`config.mk`:
```
export PLATFORM = sky130hd
export DESIGN_NAME = adc_result_and_correction_regs
export DESIGN_NICKNAME = d
export VERILOG_FILES = /design/src/hdl/adc_result_pkg.sv /design/src/hdl/adc_result_and_correction_regs.sv
export VERILOG_INCLUDE_DIRS = /design/src /design/src/hdl
export SDC_FILE = /design/constraint.sdc
export NUM_CORES = 1
export LEC_CHECK = 0
export BUFFER_PORTS_ARGS = -buffer_cell sky130_fd_sc_hd__clkbuf_2
export CORE_MARGIN = 5
export CORE_UTILIZATION = 58
export DETAILED_ROUTE_END_ITERATION = 6
export GPL_TIMING_DRIVEN = 0
export PLACE_DENSITY = 0.76
export SETUP_SLACK_MARGIN = 0.4
export SLEW_MARGIN = 20
export SYNTH_ARGS = -nofsm -noshare
export SYNTH_HDL_FRONTEND = slang
export SYNTH_SLANG_ARGS = --single-unit
```
`constraint.sdc`:
```
create_clock -name clk_sys -period 9.2 [get_ports clk_sys]
set_input_delay 1.84 -clock clk_sys [delete_from_list [all_inputs] [get_ports clk_sys]]
set_output_delay 1.84 -clock clk_sys [all_outputs]
set_load 0.005 [all_outputs]
```
`src/hdl/adc_result_map.svh`:
```
// Register offsets, field positions and reset values of the converter result block.
`ifndef ADC_RESULT_MAP_SVH
`define ADC_RESULT_MAP_SVH
// --------------------------------------------------------------------------
// Register offsets
// --------------------------------------------------------------------------
`define OFS_CONTROL_ONE   8'h00
`define OFS_CONTROL_TWO   8'h01
`define OFS_AVERAGING     8'h02
`define OFS_IRQ_EN_CLEAR  8'h16
`define OFS_IRQ_EN_SET    8'h17
`define OFS_IRQ_FLAG      8'h18
`define OFS_SYNC_STATUS   8'h19
`define OFS_CONV_VALUE    8'h1A
`define OFS_WIN_LOWER     8'h1C
`define OFS_WIN_UPPER     8'h20
`define OFS_GAIN          8'h24
`define OFS_OFFSET        8'h26
`define OFS_TRIM          8'h28
`define OFS_DEBUG         8'h2A
// --------------------------------------------------------------------------
// Field positions
// --------------------------------------------------------------------------
`define BIT_SOFT_RESET    0
`define BIT_ENABLE        1
`define BIT_LEFT_ALIGN    0
`define BIT_CORR_ENABLE   1
`define BIT_WIN_ENABLE    2
`define BIT_DONE          0
`define BIT_LOST          1
`define BIT_WIN_MATCH     2
`define BIT_SYNC_READY    3
`define BIT_SYNC_BUSY     7
`define BIT_RUN_HALTED    0
`define GAIN_FRAC_BITS    11
// --------------------------------------------------------------------------
// Reset values and limits
// --------------------------------------------------------------------------
`define RST_GAIN          12'h800
`define RST_ZERO16        16'h0000
`define RST_ZERO12        12'h000
`define RST_ZERO11        11'h000
`define RST_ZERO4         4'h0
`define RST_ZERO3         3'h0
`define VALUE_MAX12       12'hFFF
`endif

```
`src/hdl/adc_result_pkg.sv`:
```
// Types shared by the converter result block.
package adc_result_pkg;
  typedef enum logic [1:0] {
    SYNC_IDLE = 2'b01,
    SYNC_BUSY = 2'b10
  } sync_state_t;
endpackage : adc_result_pkg

```
`src/hdl/adc_result_and_correction_regs.sv`:
```
// Result, flag, threshold, correction and debug registers of the converter.
//
// Our own choice: the plain strobed port.
`timescale 1ns/100ps
`include "adc_result_map.svh"
module adc_result_and_correction_regs
  import adc_result_pkg::*;
#(
  parameter int SYNC_CYCLES = 3
) (
  input  wire logic        clk_sys,
  input  wire logic        sys_rst,
  input  wire logic [7:0]  reg_addr,
  input  wire logic [15:0] reg_wdata,
  input  wire logic        reg_wr,
  input  wire logic        reg_rd,
  input  wire logic        write_protect,
  input  wire logic        debug_halt,
  input  wire logic        raw_valid,
  input  wire logic [15:0] raw_value,
  output logic      [15:0] reg_rdata,
  output logic             irq,
  output logic             converter_enable,
  output logic             converter_halt
);

  // --------------------------------------------------------------------------
  // Elaboration check
  // --------------------------------------------------------------------------
  // The transfer counter is eight bits wide.
  if (SYNC_CYCLES < 1 || SYNC_CYCLES > 255) begin : g_bad_sync
    $error("SYNC_CYCLES must lie between 1 and 255");
  end

  // --------------------------------------------------------------------------
  // State
  // --------------------------------------------------------------------------
  logic              left_align_select, correction_enable, window_enable, run_while_halted;
  logic              next_left, next_corr, next_winen, next_enable, next_run, next_irq, next_halt;
  logic [2:0]        averaging_config_reg, next_avg;
  logic [3:0]        irq_enable, irq_flag_reg, next_ien, next_flag;
  logic [15:0]       conversion_value, window_lower_bound, window_upper_bound;
  logic [15:0]       next_value, next_lower, next_upper, next_rdata;
  logic [11:0]       gain_factor, offset_trim, next_gain, next_offset;
  logic [10:0]       factory_trim, next_trim;
  sync_state_t       sync_state, next_sync_state;
  logic [7:0]        sync_count, next_sync_count;
  logic              sync_quiet, next_sync_quiet;
  // Decoded strokes of the register port.
  logic wr_ctrl1, wr_ctrl2, wr_avg, wr_ien_clr, wr_ien_set, wr_flag;
  logic wr_lower, wr_upper, wr_gain, wr_offset, wr_trim, wr_debug;
  logic rd_value, soft_reset, enable_write, sync_start, sync_fall, accept;

  // Write-protected registers ignore writes while the protection input is high.
  assign wr_ctrl1   = reg_wr && reg_addr == `OFS_CONTROL_ONE && !write_protect;
  assign wr_ctrl2   = reg_wr && reg_addr == `OFS_CONTROL_TWO;
  assign wr_avg     = reg_wr && reg_addr == `OFS_AVERAGING && !write_protect;
  assign wr_ien_clr = reg_wr && reg_addr == `OFS_IRQ_EN_CLEAR && !write_protect;
  assign wr_ien_set = reg_wr && reg_addr == `OFS_IRQ_EN_SET && !write_protect;
  assign wr_flag    = reg_wr && reg_addr == `OFS_IRQ_FLAG;
  assign wr_lower   = reg_wr && reg_addr == `OFS_WIN_LOWER && !write_protect;
  assign wr_upper   = reg_wr && reg_addr == `OFS_WIN_UPPER && !write_protect;
  assign wr_gain    = reg_wr && reg_addr == `OFS_GAIN && !write_protect;
  assign wr_offset  = reg_wr && reg_addr == `OFS_OFFSET && !write_protect;
  assign wr_trim    = reg_wr && reg_addr == `OFS_TRIM && !write_protect;
  assign wr_debug   = reg_wr && reg_addr == `OFS_DEBUG && !write_protect;
  assign rd_value   = reg_rd && reg_addr == `OFS_CONV_VALUE;
  assign soft_reset   = wr_ctrl1 && reg_wdata[`BIT_SOFT_RESET];
  assign enable_write = wr_ctrl1 && !reg_wdata[`BIT_SOFT_RESET];

  // A result is taken only while enabled and not held by the debugger.
  assign accept = raw_valid && converter_enable && !converter_halt;

  // --------------------------------------------------------------------------
  // Correction and formatting
  // --------------------------------------------------------------------------
  logic signed [13:0] corr_diff;
  logic signed [26:0] corr_prod, corr_scaled;
  logic        [11:0] corr_value;
  logic        [15:0] formatted;
  logic               window_hit;

  always_comb begin
    corr_diff   = $signed({2'b00, raw_value[11:0]}) - $signed({{2{offset_trim[11]}}, offset_trim});
    corr_prod   = corr_diff * $signed({1'b0, gain_factor});
    corr_scaled = corr_prod >>> `GAIN_FRAC_BITS;
    // Saturate rather than wrap, so a slight overshoot never reads as a tiny value.
    if (corr_scaled < 0) begin
      corr_value = `RST_ZERO12;
    end else if (corr_scaled > $signed({15'd0, `VALUE_MAX12})) begin
      corr_value = `VALUE_MAX12;
    end else begin
      corr_value = corr_scaled[11:0];
    end
    if (!correction_enable) begin
      corr_value = raw_value[11:0];
    end
    if (averaging_config_reg != `RST_ZERO3) begin
      formatted = raw_value;
    end else if (left_align_select) begin
      formatted = {corr_value, `RST_ZERO4};
    end else begin
      formatted = {`RST_ZERO4, corr_value};
    end
    window_hit = window_enable && formatted >= window_lower_bound && formatted <= window_upper_bound;
  end
  // --------------------------------------------------------------------------
  // Domain transfer status
  // --------------------------------------------------------------------------
  // Writes of write-synchronized registers start a transfer.
  assign sync_start = wr_lower || wr_upper || wr_ctrl1;
  assign sync_fall  = sync_state == SYNC_BUSY && sync_count == 8'd1 && !sync_start;

  // The transfer is modelled as a fixed count; a new start reloads it.
  always_comb begin
    next_sync_state = sync_state;
    next_sync_count = sync_count;
    next_sync_quiet = sync_quiet;
    if (sync_start) begin
      next_sync_state = SYNC_BUSY;
      next_sync_count = SYNC_CYCLES[7:0];
      next_sync_quiet = wr_ctrl1;
    end else begin
      case (sync_state)
        SYNC_IDLE: next_sync_count = 8'd0;
        SYNC_BUSY: begin
          next_sync_count = sync_count - 8'd1;
          if (sync_fall) begin
            next_sync_state = SYNC_IDLE;
          end
        end
        default: begin
          next_sync_state = SYNC_IDLE;
          next_sync_count = 8'd0;
        end
      endcase
    end
  end

  always_ff @(posedge clk_sys or posedge sys_rst) begin
    if (sys_rst) begin
      sync_state <= SYNC_IDLE;
      sync_count <= 8'd0;
      sync_quiet <= 1'b0;
    end else begin
      sync_state <= next_sync_state;
      sync_count <= next_sync_count;
      sync_quiet <= next_sync_quiet;
    end
  end

  // --------------------------------------------------------------------------
  // Registers and flags
  // --------------------------------------------------------------------------
  always_comb begin
    next_left   = left_align_select;
    next_corr   = correction_enable;
    next_winen  = window_enable;
    next_avg    = averaging_config_reg;
    next_enable = converter_enable;
    next_ien    = irq_enable;
    next_flag   = irq_flag_reg;
    next_value  = conversion_value;
    next_lower  = window_lower_bound;
    next_upper  = window_upper_bound;
    next_gain   = gain_factor;
    next_offset = offset_trim;
    next_trim   = factory_trim;
    next_run    = run_while_halted;
    if (wr_ctrl2) begin
      next_left  = reg_wdata[`BIT_LEFT_ALIGN];
      next_corr  = reg_wdata[`BIT_CORR_ENABLE];
      next_winen = reg_wdata[`BIT_WIN_ENABLE];
    end
    if (wr_avg)     next_avg    = reg_wdata[2:0];
    if (enable_write) next_enable = reg_wdata[`BIT_ENABLE];
    if (wr_ien_clr) next_ien    = irq_enable & ~reg_wdata[3:0];
    if (wr_ien_set) next_ien    = irq_enable | reg_wdata[3:0];
    if (wr_lower)   next_lower  = reg_wdata;
    if (wr_upper)   next_upper  = reg_wdata;
    if (wr_gain)    next_gain   = reg_wdata[11:0];
    if (wr_offset)  next_offset = reg_wdata[11:0];
    if (wr_trim)    next_trim   = reg_wdata[10:0];
    if (wr_debug && !converter_enable) next_run = reg_wdata[`BIT_RUN_HALTED];
    if (wr_flag) next_flag = irq_flag_reg & ~reg_wdata[3:0];
    // Reading the result clears done and window flags
    if (rd_value) begin
      next_flag[`BIT_DONE]      = 1'b0;
      next_flag[`BIT_WIN_MATCH] = 1'b0;
    end
    // Sets follow the read and flag-write clears so an event beside them is never lost.
    if (accept) begin
      next_value = formatted;
      next_flag[`BIT_DONE] = 1'b1;
      if (irq_flag_reg[`BIT_DONE] && !rd_value) next_flag[`BIT_LOST] = 1'b1;
      if (window_hit) next_flag[`BIT_WIN_MATCH] = 1'b1;
    end
    // Busy fall sets ready unless enable or reset caused it
    if (sync_fall && !sync_quiet) next_flag[`BIT_SYNC_READY] = 1'b1;
    if (soft_reset) begin
      next_left   = 1'b0;
      next_corr   = 1'b0;
      next_winen  = 1'b0;
      next_avg    = `RST_ZERO3;
      next_enable = 1'b0;
      next_ien    = `RST_ZERO4;
      next_flag   = `RST_ZERO4;
      next_value  = `RST_ZERO16;
      next_lower  = `RST_ZERO16;
      next_upper  = `RST_ZERO16;
      next_gain   = `RST_GAIN;
      next_offset = `RST_ZERO12;
      next_trim   = `RST_ZERO11;
      next_run    = 1'b0;
    end
    // Interrupt when flag and enable meet
    next_irq  = |(next_flag & next_ien);
    // Halt in debug unless told to run
    next_halt = debug_halt && !next_run;
  end

  always_ff @(posedge clk_sys or posedge sys_rst) begin
    if (sys_rst) begin
      left_align_select    <= 1'b0;
      correction_enable    <= 1'b0;
      window_enable        <= 1'b0;
      averaging_config_reg <= `RST_ZERO3;
      converter_enable     <= 1'b0;
      irq_enable           <= `RST_ZERO4;
      irq_flag_reg         <= `RST_ZERO4;
      conversion_value     <= `RST_ZERO16;
      window_lower_bound   <= `RST_ZERO16;
      window_upper_bound   <= `RST_ZERO16;
      gain_factor          <= `RST_GAIN;
      offset_trim          <= `RST_ZERO12;
      factory_trim         <= `RST_ZERO11;
      run_while_halted     <= 1'b0;
      irq                  <= 1'b0;
      converter_halt       <= 1'b0;
    end else begin
      left_align_select    <= next_left;
      correction_enable    <= next_corr;
      window_enable        <= next_winen;
      averaging_config_reg <= next_avg;
      converter_enable     <= next_enable;
      irq_enable           <= next_ien;
      irq_flag_reg         <= next_flag;
      conversion_value     <= next_value;
      window_lower_bound   <= next_lower;
      window_upper_bound   <= next_upper;
      gain_factor          <= next_gain;
      offset_trim          <= next_offset;
      factory_trim         <= next_trim;
      run_while_halted     <= next_run;
      irq                  <= next_irq;
      converter_halt       <= next_halt;
    end
  end

  // --------------------------------------------------------------------------
  // Read data
  // --------------------------------------------------------------------------
  // Read data stand one cycle only; unmapped offsets read zero.
  always_comb begin
    next_rdata = `RST_ZERO16;
    if (reg_rd) begin
      case (reg_addr)
        `OFS_CONTROL_ONE:  next_rdata = {14'd0, converter_enable, 1'b0};
        `OFS_CONTROL_TWO:  next_rdata = {13'd0, window_enable, correction_enable, left_align_select};
        `OFS_AVERAGING:    next_rdata = {13'd0, averaging_config_reg};
        `OFS_IRQ_EN_CLEAR: next_rdata = {12'd0, irq_enable};
        `OFS_IRQ_EN_SET:   next_rdata = {12'd0, irq_enable};
        `OFS_IRQ_FLAG:     next_rdata = {12'd0, irq_flag_reg};
        `OFS_SYNC_STATUS:  next_rdata = {8'd0, sync_state == SYNC_BUSY, 7'd0};
        `OFS_CONV_VALUE:   next_rdata = conversion_value;
        `OFS_WIN_LOWER:    next_rdata = window_lower_bound;
        `OFS_WIN_UPPER:    next_rdata = window_upper_bound;
        `OFS_GAIN:         next_rdata = {4'd0, gain_factor};
        `OFS_OFFSET:       next_rdata = {4'd0, offset_trim};
        `OFS_TRIM:         next_rdata = {5'd0, factory_trim};
        `OFS_DEBUG:        next_rdata = {15'd0, run_while_halted};
        default:           next_rdata = `RST_ZERO16;
      endcase
    end
  end

  always_ff @(posedge clk_sys or posedge sys_rst) begin
    if (sys_rst) begin
      reg_rdata <= `RST_ZERO16;
    end else begin
      reg_rdata <= next_rdata;
    end
  end

  // --------------------------------------------------------------------------
  // Assertions
  // --------------------------------------------------------------------------
  a_lost_on_unread: assert property (@(posedge clk_sys) disable iff (sys_rst)
    accept && irq_flag_reg[`BIT_DONE] && !rd_value && !soft_reset |=> irq_flag_reg[`BIT_LOST])
    else $error("overrun not flagged");
  a_done_then_irq: assert property (@(posedge clk_sys) disable iff (sys_rst)
    accept && irq_enable[`BIT_DONE] && !soft_reset && !wr_ien_clr |=> irq_flag_reg[`BIT_DONE] && irq)
    else $error("done flag or interrupt missing");
  a_read_clears_done: assert property (@(posedge clk_sys) disable iff (sys_rst)
    rd_value && !accept |=> !irq_flag_reg[`BIT_DONE])
    else $error("result read left done flag set");
  a_lost_fall_cause: assert property (@(posedge clk_sys) disable iff (sys_rst)
    $fell(irq_flag_reg[`BIT_LOST]) |-> $past(soft_reset || (wr_flag && reg_wdata[`BIT_LOST])))
    else $error("overrun flag cleared without a one");
  a_busy_length: assert property (@(posedge clk_sys) disable iff (sys_rst)
    sync_start |=> sync_state == SYNC_BUSY && sync_count == SYNC_CYCLES[7:0])
    else $error("transfer did not start busy");
  a_left_format: assert property (@(posedge clk_sys) disable iff (sys_rst)
    accept && !soft_reset && left_align_select && !correction_enable && averaging_config_reg == `RST_ZERO3
    |=> conversion_value == {$past(raw_value[11:0]), 4'h0})
    else $error("left aligned value misplaced");
  a_right_format: assert property (@(posedge clk_sys) disable iff (sys_rst)
    accept && !soft_reset && !left_align_select && !correction_enable && averaging_config_reg == `RST_ZERO3
    |=> conversion_value == {4'h0, $past(raw_value[11:0])})
    else $error("right aligned value misplaced");
  a_run_locked: assert property (@(posedge clk_sys) disable iff (sys_rst)
    $changed(run_while_halted) |-> $past(!converter_enable || soft_reset))
    else $error("debug run bit changed while enabled");
  a_ready_on_fall: assert property (@(posedge clk_sys) disable iff (sys_rst)
    sync_fall && !sync_quiet && !soft_reset |=> irq_flag_reg[`BIT_SYNC_READY])
    else $error("sync ready not set on busy fall");
  a_rdata_one_cycle: assert property (@(posedge clk_sys) disable iff (sys_rst)
    !reg_rd |=> reg_rdata == 16'h0000)
    else $error("read data outside the answer cycle");
endmodule : adc_result_and_correction_regs

```
Word-level counts from Yosys, hierarchy flattened:

Index checks and enable logic that the tools add are counted.

* register bits: 128

* add/sub/neg operators: 2
* $mul: 1
* magnitude comparators: 4
* equal/unequal tests: 18
* muxes and demuxes: 47
* bitwise logic cells: 5
* reductions and logical operators: 59

Operators by type and width (number)
* one-hot mux 16 bit (13 select lines): 1
* two-way mux 16 bit: 9
* two-way mux 12 bit: 7
* == test 8 x 5 -> 1 bit (second input constant): 6
* == test 8 x 6 -> 1 bit (second input constant): 5
* logical AND 1 bit: 35
* multiplier 14 x 13 -> 27 bit: 1
* two-way mux 11 bit: 2
* two-way mux 4 bit: 5
* nonzero test 2 bit: 9
* == test 8 x 1 -> 1 bit (second input constant): 2
* greater-or-equal comparator 16 bit: 1
* > comparator 16 x 13 -> 1 bit (second input constant): 1
* <= comparator 16 bit: 1
* < comparator 16 x 1 -> 1 bit (second input constant): 1
* two-way mux 8 bit: 2
* two-way mux 1 bit: 15
* subtractor 13 x 12 -> 14 bit: 1
* AND 4 bit: 3
* two-way mux 3 bit: 3
* == test 8 x 2 -> 1 bit (second input constant): 1
* zero test 1 bit: 8
* zero test 8 bit: 1
* subtractor 8 x 1 -> 8 bit (second input constant): 1
* 13 further kinds: 15

Longest topological paths before layout:

Gate-level depths: netlist of the first run.

* depth after elaboration: 16
* gate-level depth with buffers: 45

Least setup slack after synthesis of the first run:

Ideal clock, no wire load.

* kind: input to register
* start point: input raw_value[0]
* end point: register irq
* library setup time: 126 ps
* data arrival time: 11277 ps
* data required time: 9074 ps
* slack: -2203 ps
* stages: 41
* buffers on the path: 1
* path through: inv_1 > ha_1 > inv_1 > fa_1 > a21o_1 > a21oi_1 > o21ai_0 > a21oi_1 > o21bai_1 > a211oi_1 > nor2_1 > o41ai_1 > buf_4 > mux2_2 > fa_1 > inv_1 > fa_1 > fa_1 > [... 5 more ...] > a21oi_2 > o21ai_0 > nand2b_1 > o311ai_1 > o211ai_1 > a221oi_4 > nand2_1 > a22oi_1 > ha_1 > nand2b_1 > a21o_1 > a21o_1 > a21o_1 > a21o_1 > a2111oi_0 > or4_1 > a211oi_1 > a221o_1

* longest elaborated chain between the ends: 16
* elaborated cells on any way between the ends: 18
* classes of those cells: 1 x add/sub; 1 x mul; 4 x order compare; 8 x mux; 1 x bitwise; 3 x reduce/logical

RTL lines
* start: declaration: line adc_result_and_correction_regs.sv:20 `input wire logic [15:0] raw_value,`
* subtractor 13 x 12 -> 14 bit: line adc_result_and_correction_regs.sv:84 `corr_diff = $signed({2'b00, raw_value[11:0]}) - $signed({{2{offset_trim[11]}}, offset_trim});`
* multiplier 14 x 13 -> 27 bit: line adc_result_and_correction_regs.sv:85 `corr_prod = corr_diff * $signed({1'b0, gain_factor});`
* > comparator 16 x 13 -> 1 bit: line adc_result_and_correction_regs.sv:90 `` end else if (corr_scaled > $signed({15'd0, `VALUE_MAX12})) begin ``
* two-way mux 12 bit: line adc_result_and_correction_regs.sv:90
* two-way mux 12 bit: line adc_result_and_correction_regs.sv:88 `if (corr_scaled < 0) begin`
* two-way mux 12 bit: line adc_result_and_correction_regs.sv:95 `if (!correction_enable) begin`
* two-way mux 16 bit: line adc_result_and_correction_regs.sv:100 `end else if (left_align_select) begin`
* two-way mux 16 bit (*): line adc_result_and_correction_regs.sv:98 `` if (averaging_config_reg != `RST_ZERO3) begin ``
* greater-or-equal comparator 16 bit: line adc_result_and_correction_regs.sv:105 `window_hit = window_enable && formatted >= window_lower_bound && formatted <= window_upper_bound;`
* logical AND 1 bit: line adc_result_and_correction_regs.sv:105
* logical AND 1 bit (*): line adc_result_and_correction_regs.sv:105
* two-way mux 1 bit (*): line adc_result_and_correction_regs.sv:196 `` if (window_hit) next_flag[`BIT_WIN_MATCH] = 1'b1; ``
* two-way mux 3 bit (*): line adc_result_and_correction_regs.sv:192 `if (accept) begin`
* two-way mux 4 bit (*): line adc_result_and_correction_regs.sv:200 `if (soft_reset) begin`
* AND 4 bit (*): line adc_result_and_correction_regs.sv:217 `next_irq = |(next_flag & next_ien);`
* OR reduction 4 bit (*): line adc_result_and_correction_regs.sv:217
* net next_irq: line adc_result_and_correction_regs.sv:39 `logic next_left, next_corr, next_winen, next_enable, next_run, next_irq, next_halt;`
* end signal: assignment: line adc_result_and_correction_regs.sv:255 `irq <= next_irq;`
* end: declaration: line adc_result_and_correction_regs.sv:22 `output logic irq,`

Mark *: on every way through the listed nets, which the timed path passes. The rest lies on a longest branch.
A chain may end at the register's enable or synchronous reset.

Worst setup path after layout of the first run:

Same ends and word-level chain as after synthesis.

==> impl_metrics.json, run 1 <==
{
  "outcome": "finished, violations left",
  "violations": "design-rule violations, negative setup slack",
  "vias_per_cell": 6.10,
  "vdd_drop_max_mv": 0.123,
  "cp-end-kind": "flip-flop",
  "dp_hpwl_um": 36400,
  "worst_pin_slew_ns": 1.11,
  "place_area_sq_mm": 0.0156,
  "fin_cells": 2223,
  "max_freq_mhz": 91.7,
  "synth_edf_count": 0,
  "pwr-share-clk": 0.342,
  "final_cell_mix": "nand2_1 (298), inv_1 (250), fa_1 (146)",
  "wire_per_inst_um": 21.4,
  "ys_seq_elements": 128,
  "maxSlewViolCount": 0,
  "synth_ff_type": "dfrtp_1",
  "power_leakage_nw": 7.90,
  "placed_cells": 2130,
  "first_pass_iters": 7,
  "fp.dieArea_sq_mm": 0.0283,
  "drc": 3,
  "antenna_found_initial": 0,
  "cts_root_buf": "clkbuf_16",
  "cts_buffers": 17,
  "coreArea_sq_mm": 0.0249,
  "die_h_um": 168,
  "dp_worst_setup_slack_ns": -2.96,
  "path_clk_slew_ns": 0.06,
  "die_w_um": 168,
  "crit_slowest_cell": "fa_2",
  "relSlewSlack": 0.255,
  "avgSynthCellArea_sq_um": 8.35,
  "initial_core_util": 0.584,
  "p_comb_frac": 0.328,
  "crit_top_cell": "fa_2",
  "period_needed_ns": 10.90,
  "rows": 58,
  "async_flop_share": 1.00,
  "drtAntennaViolNets": 0,
  "overflow": 0,
  "cp_slowest_stage_delay_ns": 0.59,
  "design_power_total_mw": 1.85,
  "vias": 13552,
  "fin_crit_sh": 1.18,
  "setup-violations-final": 6,
  "power_density_mw_per_mm2": 108,
  "rsz0062_at_grt": "true",
  "fin_nets": 2188,
  "drive_gt1_frac": 0.159,
  "htreeDepth": 4,
  "clock_sinks": 128,
  "hold_violations": 0,
  "arrival_ns": 11.20,
  "ioPinCount": 66,
  "layout_setup_ws_ns": -1.70,
  "numPortBuffers": 60,
  "p_int_mw": 1.20,
  "tritoncts": "built",
  "synthCells": 1739,
  "finalWirelength_um": 47500,
  "seq_area_frac_synth": 0.221,
  "setup-tns-final_ns": -4.19,
  "yosys_warnings": 0,
  "synth_cell_type_count": 74,
  "grt_pass1_vias": 13883,
  "synth.cell_area_sq_mm": 0.0145,
  "final_common_cell": "nand2_1",
  "insertion_delay_ns": 0.43,
  "synth_nets": 2048,
  "gp_congestion": 0.986,
  "sequentialPowerShare": 0.330,
  "swShare": 0.348,
  "grt_pass1_wl_um": 74300,
  "cp_max_fo": 5,
  "area_growth_syn_to_layout_pct": 17.9,
  "hold_path_class": "flip-flop to flip-flop",
  "required_ns": 9.50,
  "grtUsageTotal": 0.336,
  "drt_iter0_drc": 1568,
  "critPathLaunchType": "input port",
  "crit_type": "input port to flip-flop",
  "clk_path_buf_depth": 2,
  "final_area_sq_mm": 0.0171,
  "p_sw_uw": 644,
  "grt_max_degree": 103,
  "max-cap-violations": 0,
  "fin_worst_skew_ns": 0.00790
}
-- worst paths after layout --
check                                      startpoint                          to  slack, ns  cells after the start
max                                      raw_value[0]               irq$_DFF_PP0_      -1.70                     40
min                            sync_quiet$_DFFE_PP0N_      sync_quiet$_DFFE_PP0N_       0.48                      1
max reg2reg                offset_trim[0]$_DFFE_PP0P_               irq$_DFF_PP0_      -0.78                     38
min reg2reg                    sync_quiet$_DFFE_PP0N_      sync_quiet$_DFFE_PP0N_       0.48                      1
max in group asynchronous                     sys_rst   sync_state[0]$_DFFE_PP1P_       7.06                      3
min in group asynchronous                     sys_rst  gain_factor[1]$_DFFE_PP0P_       1.35                      2
-- cell families (layout without fill, tap and decap cells) --
| logic type | after synthesis | after routing | share of synthesized area |
|---|---|---|---|
| mux | 27 | 27 | 0.0192 |
| other cells | 0 | 1 | 0 |
| fa+ha+maj | 263 | 263 | 0.306 |
| compound gates | 347 | 347 | 0.151 |
| buf+inv | 357 | 510 | 0.0935 |
| simple gates | 580 | 580 | 0.186 |
| flops | 128 | 128 | 0.221 |
| xor+xnor | 37 | 37 | 0.0233 |
-- critical path: cells and delay by family --
kind            cells  cell delay [ns]
fa+ha+maj           9             3.65
mux                 1             0.29
buf+inv             9             0.98
simple gates        4             0.57
compound gates     17             3.86
-- final cells by class --
cell class,instances,area [sq um]
antenna,1,2.50
inverter,266,1020
sequential,128,3210
buffer,91,444
multi-input combinational,1254,10600
clock buffer,22,454
tap,330,413
clock inverter,10,87.6
timing repair buffer,121,853
fill,1958,7760
-- repair_timing --
action,in CTS,in global routing
cloned,2,0
resized for setup,100,40
hold buffers,0,0
pin swaps,67,45
endpoints found under the setup margin,18,18
setup buffers,45,13
hold endpoints to repair,0,0
-- power by group through the flow --
stage                     clock (mW)  sequential [mW]  combinational [mW]
after detailed placement           0            0.617               0.505
after floorplan                    0            0.606               0.356
final                          0.632            0.610               0.606
after CTS                      0.631            0.608               0.564
after global routing           0.664            0.611               0.656
after global placement             0            0.617               0.490
-- synthesized netlist by cell type (all sizes together), types with 7 or more instances --
master / number / area (sq um)
a21oi: 133 / 669
a21o: 21 / 158
nand3: 28 / 140
nor3: 20 / 100
ha: 108 / 1350
nand2b: 16 / 100
a211oi: 8 / 60.1
a221oi: 10 / 105
mux2i: 20 / 200
a22oi: 10 / 75.1
o21ai: 70 / 350
nor2: 72 / 273
and2: 70 / 438
buf: 15 / 75.1
nand4: 10 / 62.6
fa: 154 / 3080
clkbuf: 76 / 285
nor3b: 9 / 67.6
and3: 8 / 50.1
a222oi: 9 / 90.1
nor2b: 21 / 131
a31oi: 19 / 119
inv: 266 / 998
xnor2: 23 / 201
dfrtp: 126 / 3150
mux2: 7 / 78.8
o21a: 22 / 165
xor2: 13 / 114
nand2: 300 / 1130
-- metrics by stage --
stage / hold WS [ns] / utilization
5_1_grt: 0.498 / 0.688
3_5_place_dp: 0.467 / 0.625
6_report: 0.483 / 0.688
2_1_floorplan: 0.451 / -
3_3_place_gp: 0.461 / 0.623
4_1_cts: 0.480 / 0.677
-- metal layers --
layer	track usage	wire (um)	vias to the layer above
li1	-	-	5947
met1	0.424	17600	6597
met2	0.550	22500	813
met3	0.0737	4630	195
met4	0.165	2760	0
met5	0	0	-
(Power assumes the default switching activity.)
==> inputs of run 2 (changes only) <==
--- a/config.mk
+++ b/config.mk
@@ -7,6 +7,7 @@
 export NUM_CORES = 1
 export LEC_CHECK = 0
 export BUFFER_PORTS_ARGS = -buffer_cell sky130_fd_sc_hd__clkbuf_2
+export CORE_ASPECT_RATIO = 0.6
 export CORE_MARGIN = 5
 export CORE_UTILIZATION = 58
 export DETAILED_ROUTE_END_ITERATION = 6
==> run 2 against run 1 <==
Compared with the run above:
- sequential share of layout area decreased by 0.30 points
- first-iteration DRC count increased by 12%
- the run still ends with design-rule violations, negative setup slack left
- non-clock buffer count increased by 16
- routed wire length increased by 9.6%
- fmax decreased by 1.9%
- die area increased by 0.37%
- via count increased by 1.8%
- flip-flop and latch count unchanged
==> impl_metrics.json, run 2 (synthesized netlist as in run 1, its figures left out) <==
{
  "layout_setup_ws_ns": -1.91,
  "max_freq_mhz": 90.0,
  "placed_cells": 2122,
  "antenna_found_initial": 1,
  "crit_slowest_cell": "fa_1",
  "crit_type": "input port to flip-flop",
  "min_from": "sync_quiet$_DFFE_PP0N_",
  "arrival_ns": 11.43,
  "rsz0062_at_grt": "true",
  "power_leakage_nw": 8.03,
  "final_common_cell": "nand2_1",
  "hold_buffers": 0,
  "required_ns": 9.52,
  "drc": 49,
  "grt_pass1_vias": 13574,
  "clk_path_buf_depth": 2,
  "rows": 44,
  "overflow": 0,
  "fin_nets": 2204,
  "antenna_cells": 0,
  "cts_buffers": 17,
  "vias": 13792,
  "initial_core_util": 0.594,
  "coreArea_sq_mm": 0.0244,
  "crit_path_end": "irq$_DFF_PP0_",
  "fin_worst_skew_ns": 0.0146,
  "critPathLaunchType": "input port",
  "vias_per_cell": 6.18,
  "setup.worst_path.start": "raw_value[0]",
  "hold_path_class": "flip-flop to flip-flop",
  "ioPinCount": 66,
  "ff2ff_setup_slack_ns": -1.01,
  "drt_iter0_drc": 1754,
  "max-cap-violations": 0,
  "timing.hold.ws_ns": 0.496,
  "vdd_drop_max_mv": 0.126,
  "cp_max_fo": 6,
  "grt_max_degree": 104,
  "path_clk_slew_ns": 0.06,
  "r2r_end": "irq$_DFF_PP0_",
  "drive_gt1_frac": 0.170,
  "insertion_delay_ns": 0.44,
  "wire_per_inst_um": 23.4,
  "die_w_um": 214,
  "grt_pass1_wl_um": 79100,
  "final_cell_mix": "nand2_1 (298), inv_1 (253), fa_1 (143)",
  "setup-violations-final": 17,
  "gp_congestion": 1.05,
  "period_needed_ns": 11.11,
  "violations": "design-rule violations, negative setup slack",
  "cp_slowest_stage_delay_ns": 0.54,
  "crit_top_cell": "a21o_1",
  "finalWirelength_um": 52100,
  "fillers": 1905,
  "relSlewSlack": 0.275,
  "maxSlewViolCount": 0,
  "fin_cells": 2230,
  "first_pass_iters": 7,
  "cp-end-kind": "flip-flop",
  "power_density_mw_per_mm2": 111,
  "fin_util": 0.712,
  "tritoncts": "built",
  "fin_crit_sh": 1.21,
  "clock_sinks": 128,
  "die_h_um": 133,
  "rr_worst_depth": 41,
  "numPortBuffers": 60,
  "r2r_start": "offset_trim[0]$_DFFE_PP0P_",
  "grtUsageTotal": 0.360,
  "worst_pin_slew_ns": 1.08,
  "area_growth_syn_to_layout_pct": 19.8,
  "dp_hpwl_um": 40500,
  "fp.dieArea_sq_mm": 0.0284,
  "drtAntennaViolNets": 0,
  "hold_violations": 0,
  "htreeDepth": 4,
  "outcome": "finished, violations left",
  "cts_root_buf": "clkbuf_16"
}
## run 2: cell count changes in the layout (fill, tap and decap cells not counted), sizes merged
| cell | delta |
|---|---|
| bufinv | +1 |
| clkinvlp | +3 |
| diode | -1 |
| buf | +16 |
| clkbuf | -2 |
| clkinv | -2 |
## run 2: critical path, delay by kind of cell
kind | cells | cell delay (ns)
adders and majority gates | 9 | 3.55
AOI/OAI and AO/OA | 20 | 4.38
buffers and inverters | 8 | 0.82
muxes | 1 | 0.23
and+or+nand+nor | 5 | 0.61
## run 2: worst min path at each step
stage               slack [ns]                      to  cells after the start
finish                    0.50  sync_quiet$_DFFE_PP0N_                      1
CTS                       0.50  sync_quiet$_DFFE_PP0N_                      1
global route              0.53  sync_quiet$_DFFE_PP0N_                      1
floorplan                 0.45  sync_quiet$_DFFE_PP0N_                      1
detailed placement        0.48  sync_quiet$_DFFE_PP0N_                      1
global placement          0.46  sync_quiet$_DFFE_PP0N_                      1
## run 2: report_power, final
part	internal, mW	switching [mW]
clock	0.413	0.278
combinational	0.248	0.384
sequential	0.585	0.0268
total	1.25	0.689
## run 2: area by class of cell
class,instances,area [sq um],area share
clock inverters,12,134,0.00769
plain buffers,91,442,0.0254
repair buffers,137,1030,0.0594
inverters,266,1020,0.0585
multi-input cells,1254,10700,0.616
clock buffers,20,457,0.0262
flip-flops and latches,128,3210,0.184
well taps,322,403,0.0231
## run 2: metal layers
metal / vias up / GRT usage / routed length [um] / share of wire
met5: - / 0 / 13 / 0.00025
met4: 2 / 0.0711 / 875 / 0.017
met3: 108 / 0.184 / 8870 / 0.17
met2: 912 / 0.466 / 20100 / 0.39
met1: 6785 / 0.538 / 22200 / 0.43
li1: 5985 / - / - / -
## run 2: repair_timing
action                                  4_1_cts  5_1_grt
pin swaps                                    51       39
endpoints found under the setup margin       18       18
cloned                                        1        0
hold endpoints to repair                      0        0
setup buffers                                49       26
gates resized for setup                      90       52
## run 2: stage by stage
stage / power, mW / setup WS (ns) / TNS, ns / area, sq um
floorplan: 0.962 / -1.45 / -2.86 / 14800
global placement: 1.12 / -3.24 / -22.54 / 15500
detailed placement: 1.13 / -3.37 / -25.69 / 15600
CTS: 1.87 / -1.66 / -3.82 / 16900
global route: 2.01 / -2.13 / -11.65 / 17400
finish: 1.93 / -1.91 / -7.81 / 17400
==> inputs of run 3 (changes only) <==
--- a/config.mk
+++ b/config.mk
@@ -8,7 +8,7 @@
 export LEC_CHECK = 0
 export BUFFER_PORTS_ARGS = -buffer_cell sky130_fd_sc_hd__clkbuf_2
 export CORE_ASPECT_RATIO = 0.6
-export CORE_MARGIN = 5
+export CORE_MARGIN = 2
 export CORE_UTILIZATION = 58
 export DETAILED_ROUTE_END_ITERATION = 6
 export GPL_TIMING_DRIVEN = 0
==> run 3 against run 2 <==
Compared with the run above:
- the run still ends with design-rule violations, negative setup slack left
- flip-flop and latch count unchanged
- die area decreased by 7.2%
- sequential power about the same
==> impl_metrics.json, run 3 (synthesized netlist as in run 1, its figures left out) <==
{
  "vdd_drop_max_mv": 0.108,
  "power_leakage_nw": 8.01,
  "final_area_sq_mm": 0.0174,
  "drtAntennaViolNets": 0,
  "hold_path_class": "flip-flop to flip-flop",
  "drt_iter0_drc": 1885,
  "final_common_cell": "nand2_1",
  "vias": 13886,
  "cp_slowest_stage_delay_ns": 0.59,
  "vias_per_cell": 6.23,
  "setup-tns-final_ns": -7.81,
  "cts_buffers": 17,
  "finalWirelength_um": 52600,
  "antenna_found_initial": 4,
  "required_ns": 9.53,
  "htreeDepth": 4,
  "insertion_delay_ns": 0.45,
  "violations": "design-rule violations, negative setup slack",
  "die_h_um": 127,
  "relSlewSlack": 0.230,
  "setup-violations-final": 17,
  "worst-path-buf-inv": 9,
  "clk_path_buf_depth": 2,
  "crit_family": "compound AO/OA/AOI/OAI gates",
  "path_clk_slew_ns": 0.06,
  "fp.dieArea_sq_mm": 0.0264,
  "layout_setup_ws_ns": -2.00,
  "grt_pass1_vias": 13487,
  "worst_pin_slew_ns": 1.14,
  "crit_top_cell": "a21o_1",
  "min_from": "sync_quiet$_DFFE_PP0N_",
  "grtUsageTotal": 0.404,
  "setup.worst_path.start": "raw_value[0]",
  "critPathLaunchType": "input port",
  "dp_worst_setup_slack_ns": -3.31,
  "period_needed_ns": 11.20,
  "wire_per_inst_um": 23.6,
  "placed_cells": 2122,
  "power_density_mw_per_mm2": 111,
  "drc": 5,
  "rows": 44,
  "grt_max_degree": 103,
  "overflow": 0,
  "arrival_ns": 11.53,
  "ioPinCount": 66,
  "numPortBuffers": 60,
  "rsz0062_at_grt": "true",
  "outcome": "finished, violations left",
  "grt_pass1_wl_um": 79400,
  "fin_cells": 2230,
  "cts_root_buf": "clkbuf_16",
  "cp-end-kind": "flip-flop",
  "r2r_start": "offset_trim[0]$_DFFE_PP0P_",
  "final_cell_mix": "nand2_1 (293), inv_1 (253), fa_1 (142)",
  "fin_worst_skew_ns": 0.0104,
  "fin_util": 0.712,
  "place_area_sq_mm": 0.0156,
  "tritoncts": "built",
  "fin_crit_sh": 1.22,
  "cp_max_fo": 7,
  "initial_core_util": 0.596,
  "hold_violations": 0,
  "clock_sinks": 128,
  "max_freq_mhz": 89.3,
  "fin_nets": 2203,
  "first_pass_iters": 7,
  "maxSlewViolCount": 0,
  "dp_hpwl_um": 40600,
  "drive_gt1_frac": 0.174,
  "crit_slowest_cell": "fa_1",
  "crit_type": "input port to flip-flop",
  "max-cap-violations": 0,
  "gp_congestion": 1.06,
  "die_w_um": 208,
  "area_growth_syn_to_layout_pct": 19.5,
  "coreArea_sq_mm": 0.0244
}
-- run 3: report_power, final --
| group | switching [mW] | total [mW] | internal (mW) |
|---|---|---|---|
| Sequential | 0.0279 | 0.613 | 0.585 |
| Combinational | 0.391 | 0.639 | 0.248 |
| Clock | 0.275 | 0.680 | 0.405 |
| Total | 0.695 | 1.93 | 1.24 |
-- run 3: area by class of cell --
type	count	area, sq um
Tap cell	322	403
Timing Repair Buffer	136	997
Buffer	91	438
Clock buffer	19	443
Sequential cell	128	3210
Fill cell	1875	7030
Antenna cell	1	2.50
Inverter	266	1020
Multi-Input combinational cell	1254	10700
Clock inverter	13	139
-- run 3: path summary, 6_finish.rpt --
| kind | end | slack (ns) | depth (start not counted) |
|---|---|---|---|
| worst max register to register | irq$_DFF_PP0_ | -1.14 | 42 |
| min in group asynchronous | window_upper_bound[12]$_DFFE_PP0P_ | 1.34 | 2 |
| worst min-delay path | sync_quiet$_DFFE_PP0N_ | 0.48 | 1 |
| max in group asynchronous | run_while_halted$_DFF_PP0_ | 7.07 | 3 |
| worst min register to register | sync_quiet$_DFFE_PP0N_ | 0.48 | 1 |
| worst max-delay path | irq$_DFF_PP0_ | -2.00 | 44 |
-- run 3: stage by stage --
stage / hold slack (ns) / power (mW)
6_report: 0.481 / 1.93
5_1_grt: 0.510 / 2.01
4_1_cts: 0.486 / 1.87
3_5_place_dp: 0.473 / 1.14
3_3_place_gp: 0.463 / 1.12
2_1_floorplan: 0.451 / 0.962
-- run 3: what timing repair did --
| action | 4_1_cts | 5_1_grt |
|---|---|---|
| setup buffers | 64 | 10 |
| setup endpoints to repair | 18 | 18 |
| gates cloned | 1 | 0 |
| gates resized for setup | 109 | 44 |
| hold buffers | 0 | 0 |
| pin swaps | 77 | 52 |
-- run 3: routing by layer --
layer / global-route usage / wire [um] / up-vias
met5: 0 / 9 / -
met4: 0.0863 / 1090 / 2
li1: - / - / 5986
met1: 0.607 / 21700 / 6763
met2: 0.525 / 20000 / 1028
met3: 0.184 / 9700 / 107
